### src/core/ccmd_consts.svh
// Constants for the calibration command handler: offsets, fields, defaults.
// Functional notes
// - Keep an identification string of up to 100 characters and return it on query.
// - Identification string writes are refused unless the password was accepted first.
// - Password command with integer argument unlocks calibration commands when it matches.
// - Trim command takes selector 1 to 5 and a setting 0 to 255, loads that trim.
// - Trim query answers a plain integer value.
// - Voltage scale factor is stored and returned marked as exponent notation.
// - Current scale factor is stored and returned marked as exponent notation.
// - One full-scale value is stored for all external programming inputs.
// - Defaults command reloads every trim with its factory setting.
// - Calibration stop locks the protected commands until a new password.
// - Output start enables the output stage; output stop disables it.
// - Standard reset returns every setting to its factory default.
// - An error queue reports its entry count and each entry's type.
// - Newline, end-or-identify or CR plus newline ends a string and resets the path.
`ifndef CCMD_CONSTS_SVH
`define CCMD_CONSTS_SVH

// ****************************************************************
// Register byte offsets
// ****************************************************************
`define CCMD_OFS_CMD 8'h00
`define CCMD_OFS_ARG0 8'h04
`define CCMD_OFS_ARG1 8'h08
`define CCMD_OFS_RESULT 8'h0C
`define CCMD_OFS_STATUS 8'h10
`define CCMD_OFS_IDENT_CHAR 8'h14
`define CCMD_OFS_IDENT_INDEX 8'h18
`define CCMD_OFS_IDENT_DATA 8'h1C
`define CCMD_OFS_ERR_COUNT 8'h20
`define CCMD_OFS_ERR_POP 8'h24
`define CCMD_OFS_IRQ_STATUS 8'h28
`define CCMD_OFS_IRQ_MASK 8'h2C

// ****************************************************************
// Field positions and sizes
// ****************************************************************
`define CCMD_IRQ_CMD_DONE 0
`define CCMD_IRQ_ERROR 1
`define CCMD_IRQ_IDENT_DONE 2
`define CCMD_IRQ_BITS 3
`define CCMD_IDENT_EOI_BIT 8
`define CCMD_IDENT_MAX 7'h64
`define CCMD_TRIM_COUNT 5
`define CCMD_TRIM_SEL_MIN 32'h00000001
`define CCMD_TRIM_SEL_MAX 32'h00000005
`define CCMD_TRIM_SET_MAX 32'h000000FF
`define CCMD_ERR_DEPTH 8
`define CCMD_CHAR_NL 8'h0A
`define CCMD_CHAR_CR 8'h0D

// ****************************************************************
// Reset and factory values
// ****************************************************************
`define CCMD_TRIM_DEFAULT 8'h80
`define CCMD_SCALE_DEFAULT 32'h00000000
`define CCMD_CAL_PASSWORD 32'h000004D2

`endif

### src/core/ccmd_pkg.sv
// Types shared by the calibration command handler modules.
package ccmd_pkg;

  typedef enum logic [1:0] {
    PH_IDLE = 2'b01,
    PH_ACK = 2'b10
  } ccmd_phase_type;

  typedef enum logic [3:0] {
    OP_NOP = 4'h0,
    OP_PASSWORD = 4'h1,
    OP_TRIM_SET = 4'h2,
    OP_TRIM_QUERY = 4'h3,
    OP_SCALE_V_SET = 4'h4,
    OP_SCALE_V_QUERY = 4'h5,
    OP_SCALE_I_SET = 4'h6,
    OP_SCALE_I_QUERY = 4'h7,
    OP_SCALE_IN_SET = 4'h8,
    OP_SCALE_IN_QUERY = 4'h9,
    OP_CAL_DEFAULTS = 4'hA,
    OP_CAL_STOP = 4'hB,
    OP_OUT_START = 4'hC,
    OP_OUT_STOP = 4'hD,
    OP_STD_RESET = 4'hE,
    OP_OUT_QUERY = 4'hF
  } ccmd_opcode_type;

  typedef enum logic [3:0] {
    ERR_NONE = 4'h0,
    ERR_LOCKED = 4'h1,
    ERR_RANGE = 4'h2,
    ERR_PASSWORD = 4'h3,
    ERR_TOO_LONG = 4'h4
  } ccmd_err_code_type;

  typedef enum logic [1:0] {
    FMT_NONE = 2'h0,
    FMT_INTEGER = 2'h1,
    FMT_EXPONENT = 2'h2
  } ccmd_format_type;

  typedef struct packed {
    logic [3:0] opcode;
    ccmd_err_code_type code;
  } ccmd_err_entry_type;

  typedef logic [4:0][7:0] ccmd_trim_array_type;

endpackage

### src/core/ccmd_sub_if.sv
// Carrier between the handler core and its identification and error stores.
`timescale 1ns/1ps
interface ccmd_sub_if;
  logic identClear;
  logic identWrEn;
  logic [7:0] identWrData;
  logic [6:0] identRdIdx;
  logic [7:0] identRdData;
  logic [6:0] identLen;
  logic errPush;
  ccmd_pkg::ccmd_err_entry_type errPushData;
  logic errPop;
  ccmd_pkg::ccmd_err_entry_type errHead;
  logic [3:0] errCount;

  modport core (
    output identClear, identWrEn, identWrData, identRdIdx,
    input identRdData, identLen,
    output errPush, errPushData, errPop,
    input errHead, errCount
  );
  modport identSide (
    input identClear, identWrEn, identWrData, identRdIdx,
    output identRdData, identLen
  );
  modport errSide (
    input errPush, errPushData, errPop,
    output errHead, errCount
  );
endinterface

### src/core/ccmd_ident_store.sv
// Identification string memory, up to 100 characters.
`timescale 1ns/1ps
`include "ccmd_consts.svh"
module ccmd_ident_store (
  // Clock and reset
  input wire logic clk,
  input wire logic sys_rst,
  // Core side
  ccmd_sub_if.identSide sub
);

  typedef struct packed {
    logic [99:0][7:0] mem;
    logic [6:0] len;
  } ccmd_ident_state_type;

  ccmd_ident_state_type state;
  ccmd_ident_state_type next_state;

  always_comb
  begin
    next_state = state;
    if (sub.identClear)
    begin
      next_state.len = 7'h00;
    end
    else if (sub.identWrEn && (state.len < `CCMD_IDENT_MAX))
    begin
      next_state.mem[state.len] = sub.identWrData;
      next_state.len = state.len + 7'h01;
    end
  end

  always_ff @(posedge clk)
  begin
    if (sys_rst)
    begin
      state.len <= 7'h00;
      state.mem <= state.mem;
    end
    else
    begin
      state <= next_state;
    end
  end

  // Indices past the stored length read as zero
  assign sub.identRdData = (sub.identRdIdx < state.len) ? state.mem[sub.identRdIdx] : 8'h00;
  assign sub.identLen = state.len;

endmodule

### src/core/ccmd_err_queue.sv
// Error queue of eight entries; a push into a full queue is dropped unless a pop is taken in the same cycle.
`timescale 1ns/1ps
`include "ccmd_consts.svh"
module ccmd_err_queue (
  // Clock and reset
  input wire logic clk,
  input wire logic sys_rst,
  // Core side
  ccmd_sub_if.errSide sub
);

  typedef struct packed {
    logic [7:0][7:0] mem;
    logic [2:0] wrPtr;
    logic [2:0] rdPtr;
    logic [3:0] count;
  } ccmd_errq_state_type;

  ccmd_errq_state_type state;
  ccmd_errq_state_type next_state;
  logic doPush;
  logic doPop;

  always_comb
  begin
    next_state = state;
    doPop = sub.errPop && (state.count != 4'h0);
    doPush = sub.errPush && ((state.count != 4'h8) || doPop);
    if (doPush)
    begin
      next_state.mem[state.wrPtr] = sub.errPushData;
      next_state.wrPtr = state.wrPtr + 3'h1;
    end
    if (doPop)
    begin
      next_state.rdPtr = state.rdPtr + 3'h1;
    end
    if (doPush && !doPop)
    begin
      next_state.count = state.count + 4'h1;
    end
    else if (doPop && !doPush)
    begin
      next_state.count = state.count - 4'h1;
    end
  end

  always_ff @(posedge clk)
  begin
    if (sys_rst)
    begin
      state.mem <= '0;
      state.wrPtr <= 3'h0;
      state.rdPtr <= 3'h0;
      state.count <= 4'h0;
    end
    else
    begin
      state <= next_state;
    end
  end

  assign sub.errHead = (state.count != 4'h0) ? ccmd_pkg::ccmd_err_entry_type'(state.mem[state.rdPtr])
                                             : ccmd_pkg::ccmd_err_entry_type'(8'h00);
  assign sub.errCount = state.count;

endmodule

### src/core/ccmd_top.sv
// Calibration command handler: Avalon-MM register slave and command executor.
`timescale 1ns/1ps
`include "ccmd_consts.svh"
module ccmd_top (
  // Clock and reset
  input wire logic clk,
  input wire logic sys_rst,
  // Avalon-MM slave
  input wire logic [7:0] avs_address,
  input wire logic avs_read,
  input wire logic avs_write,
  input wire logic [31:0] avs_writedata,
  input wire logic [3:0] avs_byteenable,
  output logic [31:0] avs_readdata,
  output logic avs_waitrequest,
  // Interrupt
  output logic irq,
  // Calibration outputs
  output ccmd_pkg::ccmd_trim_array_type trimPot,
  output logic [31:0] scaleVoltage,
  output logic [31:0] scaleCurrent,
  output logic [31:0] scaleInput,
  output logic calUnlocked,
  output logic outputStageEnable
);

  // ****************************************************************
  // State
  // ****************************************************************
  typedef struct packed {
    ccmd_pkg::ccmd_phase_type phase;
    logic waitReq;
    logic [31:0] rdData;
    logic unlocked;
    logic identActive;
    logic outEnable;
    ccmd_pkg::ccmd_trim_array_type trim;
    logic [31:0] scaleV;
    logic [31:0] scaleI;
    logic [31:0] scaleIn;
    logic [31:0] arg0;
    logic [31:0] arg1;
    logic [31:0] result;
    ccmd_pkg::ccmd_format_type resultFmt;
    logic [2:0] irqStatus;
    logic [2:0] irqMask;
    logic [6:0] identIdx;
    logic irqOut;
  } ccmd_top_state_type;

  ccmd_top_state_type state;
  ccmd_top_state_type next_state;
  ccmd_sub_if sub ();

  // ****************************************************************
  // Helpers
  // ****************************************************************
  function automatic logic [31:0] mergeBytes(input logic [31:0] oldVal,
                                             input logic [31:0] newVal,
                                             input logic [3:0] be);
    logic [31:0] res;
    res = oldVal;
    for (int i = 0; i < 4; i++)
    begin
      if (be[i])
      begin
        res[i*8 +: 8] = newVal[i*8 +: 8];
      end
    end
    return res;
  endfunction

  // Commands that need the password first
  function automatic logic isProtected(input ccmd_pkg::ccmd_opcode_type op);
    return (op == ccmd_pkg::OP_TRIM_SET) || (op == ccmd_pkg::OP_SCALE_V_SET)
        || (op == ccmd_pkg::OP_SCALE_I_SET) || (op == ccmd_pkg::OP_SCALE_IN_SET)
        || (op == ccmd_pkg::OP_CAL_DEFAULTS);
  endfunction

  // ****************************************************************
  // Next state
  // ****************************************************************
  logic take;
  logic doWrite;
  logic doRead;
  logic [7:0] wordAddr;
  logic [2:0] events;
  ccmd_pkg::ccmd_opcode_type op;
  ccmd_pkg::ccmd_err_code_type err;
  logic [7:0] ch;
  logic isTerm;
  logic [2:0] trimSel;

  always_comb
  begin
    next_state = state;
    events = 3'h0;
    err = ccmd_pkg::ERR_NONE;
    op = ccmd_pkg::ccmd_opcode_type'(avs_writedata[3:0]);
    ch = avs_writedata[7:0];
    isTerm = (ch == `CCMD_CHAR_NL) || avs_writedata[`CCMD_IDENT_EOI_BIT];
    trimSel = 3'(state.arg0[2:0] - 3'h1);
    wordAddr = {avs_address[7:2], 2'b00};
    take = (state.phase == ccmd_pkg::PH_IDLE) && (avs_read || avs_write);
    doWrite = take && avs_write;
    doRead = take && avs_read;
    sub.identClear = 1'b0;
    sub.identWrEn = 1'b0;
    sub.identWrData = ch;
    sub.identRdIdx = state.identIdx;
    sub.errPush = 1'b0;
    sub.errPushData = '0;
    sub.errPop = 1'b0;

    // Bus handshake: one idle cycle with waitrequest high, then one ack cycle
    if (take)
    begin
      next_state.phase = ccmd_pkg::PH_ACK;
      next_state.waitReq = 1'b0;
    end
    else
    begin
      next_state.phase = ccmd_pkg::PH_IDLE;
      next_state.waitReq = 1'b1;
    end

    if (doWrite)
    begin
      unique case (wordAddr)
        `CCMD_OFS_CMD:
        begin
          if (avs_byteenable[0])
          begin
            events[`CCMD_IRQ_CMD_DONE] = 1'b1;
            if (isProtected(op) && !state.unlocked)
            begin
              err = ccmd_pkg::ERR_LOCKED;
            end
            else
            begin
              unique case (op)
                ccmd_pkg::OP_PASSWORD:
                begin
                  if (state.arg0 == `CCMD_CAL_PASSWORD)
                  begin
                    next_state.unlocked = 1'b1;
                  end
                  else
                  begin
                    err = ccmd_pkg::ERR_PASSWORD;
                  end
                end
                ccmd_pkg::OP_TRIM_SET:
                begin
                  if ((state.arg0 < `CCMD_TRIM_SEL_MIN) || (state.arg0 > `CCMD_TRIM_SEL_MAX)
                      || (state.arg1 > `CCMD_TRIM_SET_MAX))
                  begin
                    err = ccmd_pkg::ERR_RANGE;
                  end
                  else
                  begin
                    next_state.trim[trimSel] = state.arg1[7:0];
                  end
                end
                ccmd_pkg::OP_TRIM_QUERY:
                begin
                  if ((state.arg0 < `CCMD_TRIM_SEL_MIN) || (state.arg0 > `CCMD_TRIM_SEL_MAX))
                  begin
                    err = ccmd_pkg::ERR_RANGE;
                  end
                  else
                  begin
                    next_state.result = {24'h000000, state.trim[trimSel]};
                    next_state.resultFmt = ccmd_pkg::FMT_INTEGER;
                  end
                end
                ccmd_pkg::OP_SCALE_V_SET:
                begin
                  next_state.scaleV = state.arg0;
                end
                ccmd_pkg::OP_SCALE_V_QUERY:
                begin
                  next_state.result = state.scaleV;
                  next_state.resultFmt = ccmd_pkg::FMT_EXPONENT;
                end
                ccmd_pkg::OP_SCALE_I_SET:
                begin
                  next_state.scaleI = state.arg0;
                end
                ccmd_pkg::OP_SCALE_I_QUERY:
                begin
                  next_state.result = state.scaleI;
                  next_state.resultFmt = ccmd_pkg::FMT_EXPONENT;
                end
                ccmd_pkg::OP_SCALE_IN_SET:
                begin
                  next_state.scaleIn = state.arg0;
                end
                ccmd_pkg::OP_SCALE_IN_QUERY:
                begin
                  next_state.result = state.scaleIn;
                  next_state.resultFmt = ccmd_pkg::FMT_EXPONENT;
                end
                ccmd_pkg::OP_CAL_DEFAULTS:
                begin
                  next_state.trim = {`CCMD_TRIM_COUNT{`CCMD_TRIM_DEFAULT}};
                end
                ccmd_pkg::OP_CAL_STOP:
                begin
                  next_state.unlocked = 1'b0;
                  next_state.identActive = 1'b0;
                end
                ccmd_pkg::OP_OUT_START:
                begin
                  next_state.outEnable = 1'b1;
                end
                ccmd_pkg::OP_OUT_STOP:
                begin
                  next_state.outEnable = 1'b0;
                end
                ccmd_pkg::OP_STD_RESET:
                begin
                  // Identification string is kept: it names the unit, not a setting
                  next_state.trim = {`CCMD_TRIM_COUNT{`CCMD_TRIM_DEFAULT}};
                  next_state.scaleV = `CCMD_SCALE_DEFAULT;
                  next_state.scaleI = `CCMD_SCALE_DEFAULT;
                  next_state.scaleIn = `CCMD_SCALE_DEFAULT;
                  next_state.outEnable = 1'b0;
                  next_state.unlocked = 1'b0;
                  next_state.identActive = 1'b0;
                end
                ccmd_pkg::OP_OUT_QUERY:
                begin
                  next_state.result = {31'h00000000, state.outEnable};
                  next_state.resultFmt = ccmd_pkg::FMT_INTEGER;
                end
                ccmd_pkg::OP_NOP:
                begin
                  next_state.result = state.result;
                end
              endcase
            end
          end
        end
        `CCMD_OFS_ARG0:
        begin
          next_state.arg0 = mergeBytes(state.arg0, avs_writedata, avs_byteenable);
        end
        `CCMD_OFS_ARG1:
        begin
          next_state.arg1 = mergeBytes(state.arg1, avs_writedata, avs_byteenable);
        end
        `CCMD_OFS_IDENT_CHAR:
        begin
          if (avs_byteenable[0])
          begin
            if (isTerm)
            begin
              // Terminator returns the path to root and closes the string
              if (state.identActive)
              begin
                events[`CCMD_IRQ_IDENT_DONE] = 1'b1;
              end
              next_state.identActive = 1'b0;
            end
            else if (ch == `CCMD_CHAR_CR)
            begin
              next_state.identActive = state.identActive;
            end
            else if (!state.unlocked)
            begin
              err = ccmd_pkg::ERR_LOCKED;
            end
            else
            begin
              next_state.identActive = 1'b1;
              sub.identClear = !state.identActive;
              sub.identWrEn = state.identActive;
              if (state.identActive && (sub.identLen >= `CCMD_IDENT_MAX))
              begin
                err = ccmd_pkg::ERR_TOO_LONG;
              end
            end
          end
        end
        `CCMD_OFS_IDENT_INDEX:
        begin
          next_state.identIdx = 7'(mergeBytes({25'h0000000, state.identIdx}, avs_writedata,
                                              avs_byteenable));
        end
        `CCMD_OFS_IRQ_STATUS:
        begin
          next_state.irqStatus = state.irqStatus & ~avs_writedata[2:0];
        end
        `CCMD_OFS_IRQ_MASK:
        begin
          next_state.irqMask = 3'(mergeBytes({29'h00000000, state.irqMask}, avs_writedata,
                                             avs_byteenable));
        end
        default: next_state.rdData = state.rdData;
      endcase
    end

    // First character of a new string only clears the store; it is not itself stored
    if (doWrite && (wordAddr == `CCMD_OFS_IDENT_CHAR) && sub.identClear)
    begin
      sub.identWrEn = 1'b0;
    end

    if (err != ccmd_pkg::ERR_NONE)
    begin
      sub.errPush = 1'b1;
      sub.errPushData = '{opcode: avs_writedata[3:0], code: err};
      events[`CCMD_IRQ_ERROR] = 1'b1;
    end

    if (doRead)
    begin
      unique case (wordAddr)
        `CCMD_OFS_ARG0: next_state.rdData = state.arg0;
        `CCMD_OFS_ARG1: next_state.rdData = state.arg1;
        `CCMD_OFS_RESULT: next_state.rdData = state.result;
        `CCMD_OFS_STATUS: next_state.rdData = {26'h0000000, state.resultFmt, 1'b0,
                                               state.identActive, state.outEnable,
                                               state.unlocked};
        `CCMD_OFS_IDENT_INDEX: next_state.rdData = {25'h0000000, state.identIdx};
        `CCMD_OFS_IDENT_DATA: next_state.rdData = {17'h00000, sub.identLen, sub.identRdData};
        `CCMD_OFS_ERR_COUNT: next_state.rdData = {28'h0000000, sub.errCount};
        `CCMD_OFS_ERR_POP:
        begin
          next_state.rdData = {24'h000000, sub.errHead};
          sub.errPop = 1'b1;
        end
        `CCMD_OFS_IRQ_STATUS: next_state.rdData = {29'h00000000, state.irqStatus};
        `CCMD_OFS_IRQ_MASK: next_state.rdData = {29'h00000000, state.irqMask};
        default: next_state.rdData = 32'h00000000;
      endcase
    end

    // Set wins over a simultaneous write-one clear
    next_state.irqStatus = next_state.irqStatus | events;
    next_state.irqOut = |(next_state.irqStatus & next_state.irqMask);
  end

  always_ff @(posedge clk)
  begin
    if (sys_rst)
    begin
      state.phase <= ccmd_pkg::PH_IDLE;
      state.waitReq <= 1'b1;
      state.rdData <= 32'h00000000;
      state.unlocked <= 1'b0;
      state.identActive <= 1'b0;
      state.outEnable <= 1'b0;
      state.trim <= {`CCMD_TRIM_COUNT{`CCMD_TRIM_DEFAULT}};
      state.scaleV <= `CCMD_SCALE_DEFAULT;
      state.scaleI <= `CCMD_SCALE_DEFAULT;
      state.scaleIn <= `CCMD_SCALE_DEFAULT;
      state.arg0 <= 32'h00000000;
      state.arg1 <= 32'h00000000;
      state.result <= 32'h00000000;
      state.resultFmt <= ccmd_pkg::FMT_NONE;
      state.irqStatus <= 3'h0;
      state.irqMask <= 3'h0;
      state.identIdx <= 7'h00;
      state.irqOut <= 1'b0;
    end
    else
    begin
      state <= next_state;
    end
  end

  // ****************************************************************
  // Stores
  // ****************************************************************
  ccmd_ident_store u_ident (
    .clk(clk),
    .sys_rst(sys_rst),
    .sub(sub.identSide)
  );

  ccmd_err_queue u_errq (
    .clk(clk),
    .sys_rst(sys_rst),
    .sub(sub.errSide)
  );

  assign avs_readdata = state.rdData;
  assign avs_waitrequest = state.waitReq;
  assign irq = state.irqOut;
  assign trimPot = state.trim;
  assign scaleVoltage = state.scaleV;
  assign scaleCurrent = state.scaleI;
  assign scaleInput = state.scaleIn;
  assign calUnlocked = state.unlocked;
  assign outputStageEnable = state.outEnable;

endmodule

### config.mk
export PLATFORM = sky130hd
export DESIGN_NAME = ccmd_top
export DESIGN_NICKNAME = d
export VERILOG_FILES = /design/src/core/ccmd_pkg.sv /design/src/core/ccmd_sub_if.sv /design/src/core/ccmd_ident_store.sv /design/src/core/ccmd_err_queue.sv /design/src/core/ccmd_top.sv
export VERILOG_INCLUDE_DIRS = /design/src /design/src/core
export SDC_FILE = /design/constraint.sdc
export NUM_CORES = 1
export LEC_CHECK = 0
export BUFFER_PORTS_ARGS = -buffer_cell sky130_fd_sc_hd__buf_2
export CAP_MARGIN = 5
export CORE_MARGIN = 1.5
export CORE_UTILIZATION = 30
export DETAILED_ROUTE_END_ITERATION = 16
export SLEW_MARGIN = 20
export SYNTH_ARGS = -nofsm -noshare
export SYNTH_HDL_FRONTEND = slang
export SYNTH_HIERARCHICAL = 1
export SYNTH_SLANG_ARGS = --single-unit
export TNS_END_PERCENT = 5
### constraint.sdc
create_clock -name clk -period 5.06 [get_ports clk]
set_clock_uncertainty 0.2 [all_clocks]
set_input_delay 0.759 -clock clk [delete_from_list [all_inputs] [get_ports clk]]
set_output_delay 0.759 -clock clk [all_outputs]
set_load 0.02 [all_outputs]
Word-level counts from Yosys, hierarchy flattened
Cells that the tools add are included.

Word-level logic and storage cells: 358. Output and inout port bits: 172. Register bits after elaboration: 1167. Input port bits: 48.

Bitwise operators: 7. Muxes and demuxes: 85. Add/sub/neg operators: 6. Magnitude comparators: 14. Eq/ne operators: 40. Reduce and logical (&&, ||, !) cells: 66.

Operator list (number): $bwmux 800 (1); $pmux 32 s10 (1); $mux 138 (2); $pmux 32 s2 (3); $pmux 32 s5 (1); $pmux 40 s2 (1); $mux 8 (9); $bwmux 64 (1); $bmux 8 s7 (1); $demux 8 s7 (1); $bmux 8 s3 (2); $demux 8 s3 (2); $bwmux 40 (1); $mux 40 (1); $mux 34 (1); $eq 32x11->1 const B (1); $eq 4x4->1 const B (8); $gt 32x3->1 const B (1); $gt 32x8->1 const B (1); $lt 32x1->1 const B (1); $mux 32 (1); $mux 4 (8); $mux 1 (30); $reduce_and 3->1 (10); other kinds (49) (129).

Logic depth before layout (Yosys ltp)
Gate-level depths: netlist of run 1.

Depth after elaboration: 17. Mapped depth: 18. Depth with buffers taken out: 16.

By module
Netlist of run 1, hierarchy kept.

Modules (own cells, without submodules): ccmd_ident_store (instances 1, cells an instance 1582, area an instance 31968.2 sq um, sequential area each 24163.2 sq um); ccmd_top (instances 1, cells an instance 1633, area an instance 14076.0 sq um, sequential area each 5705.5 sq um); ccmd_err_queue (instances 1, cells an instance 328, area an instance 3514.6 sq um, sequential area each 1481.4 sq um).

Worst setup path before layout of run 1
Ideal clock, no wire load.

Path kind: input to register. From: input port avs_address[4]. To: register u_errq.state (netlist bit u_errq/sub.errCount[3]). Library setup time: 0.121 ns. Stages: 17. Required time: 4.739 ns. Path buffers: 3. Arrival time: 3.996 ns. Path slack: 0.744 ns. Cell sequence: buf_2 > or4b_2 > clkbuf_1 > nor3_1 > o211ai_1 > o22ai_1 > or3_1 > buf_2 > o21ai_2 > inv_1 > ha_1 > inv_1 > ha_1 > a21oi_1 > a211oi_1 > a31oi_1 > mux2_2.

Longest elaborated chain between the ends: 9. Elaborated cells between the ends (all ways): 18. Classes of those cells: eq/ne: 2; mux: 6; reduce/logical: 10.

RTL lines: start: declaration (line ccmd_top.sv:9) `input wire logic [7:0] avs_address,`; $eq 6x3->1 / $logic_not 6->1 (equally long branches) (line ccmd_top.sv:129) `unique case (wordAddr)`; $pmux 4 s2 * (line ccmd_top.sv:129); $mux 4 * (line ccmd_top.sv:127) `if (doWrite)`; $reduce_bool 4->1 * (line ccmd_top.sv:310) `if (err != ccmd_pkg::ERR_NONE)`; $mux 1 * (line ccmd_top.sv:310); via sub.errPush (line ccmd_sub_if.sv:10) `logic errPush;`; $logic_and 1x1->1 * (line ccmd_err_queue.sv:28) `doPush = sub.errPush && ((state.count != 4'h8) || doPop);`; via u_errq.doPush (line ccmd_err_queue.sv:21) `logic doPush;`; $logic_not 1->1 (line ccmd_err_queue.sv:42) `else if (doPop && !doPush)`; $logic_and 1x1->1 (line ccmd_err_queue.sv:42); $reduce_bool 2->1 (no line); end signal: assignment (line ccmd_err_queue.sv:59) `state <= next_state;`; end: declaration (line ccmd_err_queue.sv:19) `ccmd_errq_state_type state;`.

Mark *: on every way through the listed nets, which the timed path passes. The rest lies on a longest branch. A chain may end at the register's enable or synchronous reset.

Worst setup path after layout of run 1
From: register state (netlist bit sub.identRdIdx[2]). To: register state (netlist bit avs_readdata[0]).

Longest elaborated chain between the ends: 5. Elaborated cells between the ends (all ways): 6. Classes of those cells: order compare: 1; mux: 5.

RTL lines: start: declaration (line ccmd_top.sv:51) `ccmd_top_state_type state;`; start signal: assignment (line ccmd_top.sv:370) `state <= next_state;`; $bmux 8 s7 (line ccmd_ident_store.sv:48) `assign sub.identRdData = (sub.identRdIdx < state.len) ? state.mem[sub.identRdIdx] : 8'h00;`; $mux 8 (implied by the code) (line ccmd_ident_store.sv:48); $mux 8 * (line ccmd_ident_store.sv:48); via sub.identRdData[0] (line ccmd_sub_if.sv:8) `logic [7:0] identRdData;`; $pmux 32 s10 * (line ccmd_top.sv:319) `unique case (wordAddr)`; $mux 32 * (line ccmd_top.sv:317) `if (doRead)`.

Mark *: on every way through the listed nets, which the timed path passes. The rest lies on a longest branch. The select of a mux whose other input is x is not followed.

==> impl_metrics.json, run 1 <==
{
  "synthToLayoutAreaGrowth_pct": 13.2,
  "avgRoutedWirePerCell_um": 23.6,
  "setup_viol": 0,
  "powerDensity_nw_per_um2": 334,
  "max-cap-violations": 0,
  "row_count": 148,
  "io-pin-count": 220,
  "fin_crit_ps": 4470,
  "vias": 31303,
  "clk_latency_ps": 730,
  "synth.most_common_cell": "edfxtp_1",
  "utilization_pct": 34.3,
  "worst_slew_pin_slew_ps": 1180,
  "first_pass_iters": 9,
  "grt.total_usage_pct": 16.1,
  "netlist_area_um2": 49600,
  "arrival_ps": 4900,
  "numCtsBuffers": 115,
  "wl_um": 140000,
  "ys_ff_latch": 1166,
  "period_share_pct": 88.4,
  "dieArea_um2": 168000,
  "critPathRequiredTime_ps": 5490,
  "grt_start_max_net_pins": 210,
  "relSlewSlack_pct": 21.5,
  "yosysSeqAreaShare_pct": 63.3,
  "clkTransAtPathRegs_ps": 60,
  "nets": 3736,
  "syn_inst": 3543,
  "post-cts-setup-buffer-count": 0,
  "die_w_um": 409,
  "dp_hpwl_um": 91800,
  "path_max_fanout": 14,
  "synth_area_per_cell_um2": 14.0,
  "port_buffers": 217,
  "ys_types": 93,
  "place_inst": 5729,
  "htreeDepth": 3,
  "synth_flop_cell": "edfxtp_1",
  "finalNonFillerCells": 5941,
  "synthArstFlopShare_pct": 0,
  "coreArea_um2": 163000,
  "cts_buffer_depth": 3,
  "grt_pass1_vias": 30012,
  "drc_errors": 0,
  "yosysWarnings": 6,
  "status": "completed",
  "synth_common_cells": "edfxtp_1 (800), nor2_1 (375), dfxtp_1 (366), mux2i_1 (235), buf_4 (194)",
  "fmax_mhz": 224,
  "total_power_mw": 18.8,
  "drt_iter0_drc": 4206,
  "p_leak_nw": 18.3,
  "critPathCaptureType": "flop",
  "rsz0062_at_grt": "no",
  "drive_above_1_share_pct": 23.4,
  "hold_class": "input pin to flop",
  "max-vdd-ir-drop_v": 0.000287,
  "final_hold_viol_count": 0,
  "path_class": "flop to flop",
  "grt-ovfl-total": 0,
  "yosys.area.top_type": "edfxtp_1",
  "ys_top_cells_by_area": "edfxtp_1 (48%), dfxtp_1 (15%), mux4_2 (7.5%)",
  "hold_buffers": 0,
  "synth.net_count": 3607,
  "initial_core_util_pct": 30.3,
  "pre_cts_ws_ps": 270,
  "via_per_inst": 5.27,
  "antenna_found_initial": 8,
  "cts_tree": "yes",
  "setup-tns-final_ps": 0,
  "startpoint_type": "flop",
  "ctsResizeCount": 0,
  "die_y_um": 409,
  "ant_nets": 0,
  "finalMaxSlewViolations": 0,
  "cts-root-buf": "clkbuf_16",
  "gp_congestion": 0.876,
  "synth_top_area_share_pct": 48.5,
  "cts.sinks": 1166,
  "grt_pass1_wl_um": 204000,
  "synth-edff-count": 800,
  "layout_setup_ws_ps": 587
}
[sequential cells by signal, indices dropped and copies added (netlist names)]
register	count
avs_readdata	32
calUnlocked	1
irq	1
outputStageEnable	1
scaleCurrent	32
scaleInput	32
scaleVoltage	32
state	107
sub.identRdIdx	7
trimPot	40
u_errq/state	70
u_errq/sub.errCount	4
u_ident/state	800
u_ident/sub.identLen	7
[worst max-delay path, cell delays in order, from the launching register on]
cell	delay (ps)
dfxtp_1	730
or3b_1	750
o221ai_1	320
a221oi_1	110
a311oi_1	860
o31ai_1	320
a311oi_1	360
a31oi_1	230
o32ai_1	220
nand3_1	130
a21oi_1	130
[power breakdown]
group          internal [mW]  switching (mW)  leakage, nW
clock                   4.55            3.60         1.74
combinational         0.0848           0.330         6.43
sequential              10.2          0.0125         10.1
[cell usage in the layout (no fill, tap or decap), types with 33 or more instances in the layout]
master,n
a22oi_1,67
edfxtp_1,800
mux4_2,166
mux2i_1,235
a222oi_1,33
o32ai_1,38
dfxtp_1,363
clkbuf_1,33
nand2b_1,54
buf_2,208
a21oi_1,142
buf_4,229
nand2_1,188
nand3_1,118
mux2_2,60
nor2_1,372
clkbuf_16,116
[logic make-up after synthesis]
kind of cell / Yosys count / synth area share, %
adder cells (fa/ha/maj): 16 / 0.419
other: 1 / 0.00757
flip-flops: 1166 / 63.3
buffers and inverters: 454 / 5.66
AO/OA/AOI/OAI: 541 / 8.18
AND/OR/NAND/NOR: 881 / 8.17
XOR/XNOR: 16 / 0.283
multiplexers: 468 / 14.0
[metal layers]
| metal | track usage (%) | routed length, µm | vias up |
|---|---|---|---|
| met3 | 3.29 | 11200 | 238 |
| met1 | 22.0 | 59600 | 15989 |
| met4 | 4.60 | 3870 | 8 |
| li1 | - | - | 13670 |
| met2 | 25.7 | 65300 | 1398 |
| met5 | 0 | 50 | - |
[final timing paths]
check,start,to,slack (ps),cells past startpoint
worst min-delay path,avs_writedata[10],state[58]$_SDFFE_PP0P_,100,3
worst min register to register,state[15]$_SDFFE_PP0P_,state[15]$_SDFFE_PP0P_,270,2
worst max register to register,sub.identRdIdx[2]$_SDFFE_PP0P_,avs_readdata[0]$_SDFFE_PP0P_,590,10
worst max-delay path,sub.identRdIdx[2]$_SDFFE_PP0P_,avs_readdata[0]$_SDFFE_PP0P_,590,10
[layout make-up]
class,count,area (µm²)
flip-flops and latches,1166,31400
repair buffers,446,2930
inverters,20,75.1
multi-input cells,1923,15500
clock buffers,162,3180
well taps,2175,2720
fillers,15738,107000
diodes,4,10.0
clock inverters,45,359
[metrics by stage]
stage	area (µm²)	hold WS [ps]
after detailed placement	52500	254
after global placement	52500	252
final	56100	97.4
after global routing	56100	93.1
after floorplan	49600	236
after CTS	56100	43.9
Power figures use the tool's default switching activity.
==> inputs of run 2 (changes only) <==
CELL_PAD_IN_SITES_DETAIL_PLACEMENT = 1   (was not set)
CELL_PAD_IN_SITES_GLOBAL_PLACEMENT = 2   (was not set)
PLACE_DENSITY_LB_ADDON = 0.1   (was not set)
SYNTH_HIERARCHICAL = not set   (was 1)
==> run 2 against run 1 <==
Compared with the run above: sequential share of layout area down 0.48 points; worst setup slack better by 280 ps; die area is 2.4% lower; sequential power about the same; largest cell class unchanged; global-route usage up 2.7 points; cell count shrank 2.5%; power grew 9.4%; critical path depth rose by 8.
==> impl_metrics.json, run 2 <==
{
  "arrival_ps": 4670,
  "whs_path_depth": 3,
  "vias": 29325,
  "ys_ff_latch": 1158,
  "ant_nets": 0,
  "final_cell_mix": "edfxtp_1 (800), dfxtp_1 (354), nor2_1 (322)",
  "p_switching_mw": 4.52,
  "p_clk_share_pct": 48.8,
  "cts-root-buf": "clkbuf_16",
  "ctsResizeCount": 0,
  "setup_viol": 0,
  "r2r-start": "state[81]$_SDFFE_PP0P_",
  "synthToLayoutAreaGrowth_pct": 16.4,
  "cts_buffer_depth": 3,
  "coreArea_um2": 160000,
  "die_y_um": 405,
  "antenna_found_initial": 10,
  "p_int_mw": 16.0,
  "numCtsBuffers": 138,
  "synth-edff-count": 800,
  "max-cap-violations": 0,
  "die_w_um": 405,
  "worst_slew_pin_slew_ps": 1160,
  "top_layer_used": "met5",
  "critPathCaptureType": "flop",
  "initial_core_util_pct": 30.2,
  "crit_path_max_incr_delay_ps": 520,
  "seqPwrFrac_pct": 49.3,
  "synth.most_common_cell": "edfxtp_1",
  "synth_compound_area_share_pct": 6.08,
  "synth_flop_cell": "edfxtp_1",
  "synth-adder-area-share_pct": 0.455,
  "p_leak_nw": 18.3,
  "min_to": "state[96]$_SDFFE_PP0P_",
  "max-vdd-ir-drop_v": 0.000317,
  "wl_met2_um": 73300,
  "port_buffers": 217,
  "critPathRequiredTime_ps": 5540,
  "grt.total_usage_pct": 18.8,
  "critical-path-slowest-cell": "or3b_2",
  "dieArea_um2": 164000,
  "cts_tree": "yes",
  "yosys.area_share.xor_xnor_pct": 0.272,
  "cpMostUsedCell": "ha_1",
  "ys_types": 78,
  "drt_iter0_drc": 2138,
  "reg2reg_slack_ps": 870,
  "relSlewSlack_pct": 22.9,
  "grt-ovfl-total": 0,
  "row_count": 147,
  "path_class": "flop to flop",
  "path_max_fanout": 7,
  "synth_common_cells": "edfxtp_1 (800), dfxtp_1 (358), nor2_1 (328), mux4_2 (246), nand2_1 (203)",
  "rsz0062_at_grt": "no",
  "synthSimpleGateAreaFrac_pct": 8.70,
  "finalMaxSlewViolations": 0,
  "post-cts-setup-buffer-count": 0,
  "hold_start": "avs_writedata[16]",
  "met3_wirelength_um": 5720,
  "status": "completed",
  "path_delay_family": "simple AND/OR/NAND/NOR gates",
  "grt_pass1_vias": 30875,
  "syn_inst": 3371,
  "crit_buf_inv": 3,
  "clkTransAtPathRegs_ps": 60,
  "yosys.area.top_type": "edfxtp_1",
  "r2r_cells": 18,
  "ys_top_cells_by_area": "edfxtp_1 (50%), dfxtp_1 (15%), mux4_2 (11%)",
  "fin_crit_ps": 4190,
  "htreeDepth": 4,
  "nets": 3591,
  "grt_start_max_net_pins": 188,
  "hold_buffers": 4,
  "io-pin-count": 220,
  "layout_commonest_cell": "edfxtp_1",
  "hold_class": "input pin to flop",
  "synth_area_per_cell_um2": 14.3,
  "dp_hpwl_um": 104000,
  "fin_hold_ws_ps": 65.1,
  "yosysWarnings": 0,
  "synthArstFlopShare_pct": 0,
  "top_register": "u_ident.state",
  "avgRoutedWirePerCell_um": 26.7,
  "rr_endpoint": "u_errq.sub.errCount[3]$_SDFFE_PP0P_",
  "synth_top_family_by_area": "multiplexers",
  "synth_mux_area_share_pct": 15.3,
  "fmax_mhz": 239,
  "first_pass_iters": 5,
  "wl_um": 154000,
  "yosysSeqAreaShare_pct": 64.5,
  "synth.net_count": 3436,
  "top_regs": "u_ident.state: 800 flops, state: 107 flops, u_errq.state: 62 flops",
  "grt_pass1_wl_um": 224000,
  "drc_errors": 0,
  "powerDensity_nw_per_um2": 365,
  "final_hold_viol_count": 0,
  "combPwrFrac_pct": 1.9,
  "drive_above_1_share_pct": 25.7,
  "met1Wirelength_um": 71500,
  "gp_congestion": 0.786,
  "cts.sinks": 1158,
  "clk_latency_ps": 780,
  "startpoint_type": "flop",
  "synth_top_area_share_pct": 49.7,
  "period_share_pct": 82.8,
  "setup-tns-final_ps": 0,
  "via_per_inst": 5.06,
  "switching_share_pct": 22.0,
  "largest_register_ffs": 800,
  "netlist_area_um2": 48400,
  "cp_cell_sequence": "inv_1, ha_1, or3b_2, nand4_1, a211oi_1, buf_4, nor2b_1, o211ai_1, and3_1, nor2_1, ha_1, inv_1, ha_1, a21o_1, a21oi_1, xnor2_1, or3_1, a21oi_1"
}
## run 2: per-layer routing
| metal | vias up | track usage, % |
|---|---|---|
| met3 | 209 | 2.68 |
| met5 | - | 0 |
| met2 | 629 | 30.6 |
| met4 | 2 | 5.50 |
| met1 | 15433 | 26.1 |
| li1 | 13052 | - |
## run 2: cells by family (layout without fill, tap and decap cells)
| group | after synthesis | after routing |
|---|---|---|
| flip-flops | 1158 | 1158 |
| AND/OR/NAND/NOR | 895 | 895 |
| AO/OA/AOI/OAI | 438 | 438 |
| multiplexers | 430 | 430 |
| buffers and inverters | 418 | 678 |
| adder cells (fa/ha/maj) | 17 | 17 |
| XOR/XNOR | 15 | 15 |
| other | 0 | 1 |
## run 2: layout make-up
| type | count | area, µm² |
|---|---|---|
| diodes | 1 | 2.50 |
| flip-flops and latches | 1158 | 31200 |
| multi-input cells | 1795 | 15000 |
| well taps | 2160 | 2700 |
| clock inverters | 71 | 918 |
| clock buffers | 174 | 3690 |
| inverters | 17 | 63.8 |
| fillers | 16599 | 104000 |
| repair buffers | 416 | 2720 |
## run 2: worst register-to-register path: stages, from the launching register on
cell	delay [ps]
dfxtp_1	480
inv_1	120
ha_1	260
or3b_2	520
nand4_1	130
a211oi_1	100
buf_4	170
nor2b_1	100
o211ai_1	130
and3_1	240
nor2_1	130
ha_1	210
inv_1	100
ha_1	280
a21o_1	180
a21oi_1	210
xnor2_1	100
or3_1	310
a21oi_1	140
## run 2: worst max path at each step
stage / startpoint / end / slack [ps] / cells past startpoint
5_1_grt: state[81]$_SDFFE_PP0P_ / u_errq.sub.errCount[3]$_SDFFE_PP0P_ / 620 / 18
4_1_cts: state[81]$_SDFFE_PP0P_ / u_errq.sub.errCount[3]$_SDFFE_PP0P_ / 850 / 18
3_5_place_dp: avs_address[3] / u_ident.state[615]$_DFFE_PP_ / 450 / 10
2_1_floorplan: avs_address[3] / u_errq.sub.errCount[3]$_SDFFE_PP0P_ / 1040 / 15
3_3_place_gp: avs_address[3] / u_errq.sub.errCount[3]$_SDFFE_PP0P_ / 480 / 16
6_report: state[81]$_SDFFE_PP0P_ / u_errq.sub.errCount[3]$_SDFFE_PP0P_ / 870 / 18
## run 2: through the flow
step | util [%] | area, µm² | instances | total power, mW | setup WS, ps
6_report | 35.1 | 56300 | 5792 | 20.5 | 869
5_1_grt | 35.1 | 56300 | 5791 | 21.2 | 621
4_1_cts | 35.1 | 56300 | 5791 | 20.8 | 853
3_5_place_dp | 32.2 | 51600 | 5542 | 10.7 | 451
3_3_place_gp | 32.2 | 51600 | 5542 | 10.7 | 483
2_1_floorplan | - | 48400 | 3371 | 10.5 | 1040
## run 2: power by group through the flow
stage	Clock, mW	Sequential (mW)	Combinational [mW]
final	10.0	10.1	0.389
after global routing	10.7	10.1	0.422
after CTS	10.3	10.1	0.400
after detailed placement	0	10.3	0.397
after global placement	0	10.3	0.382
after floorplan	0	10.3	0.141
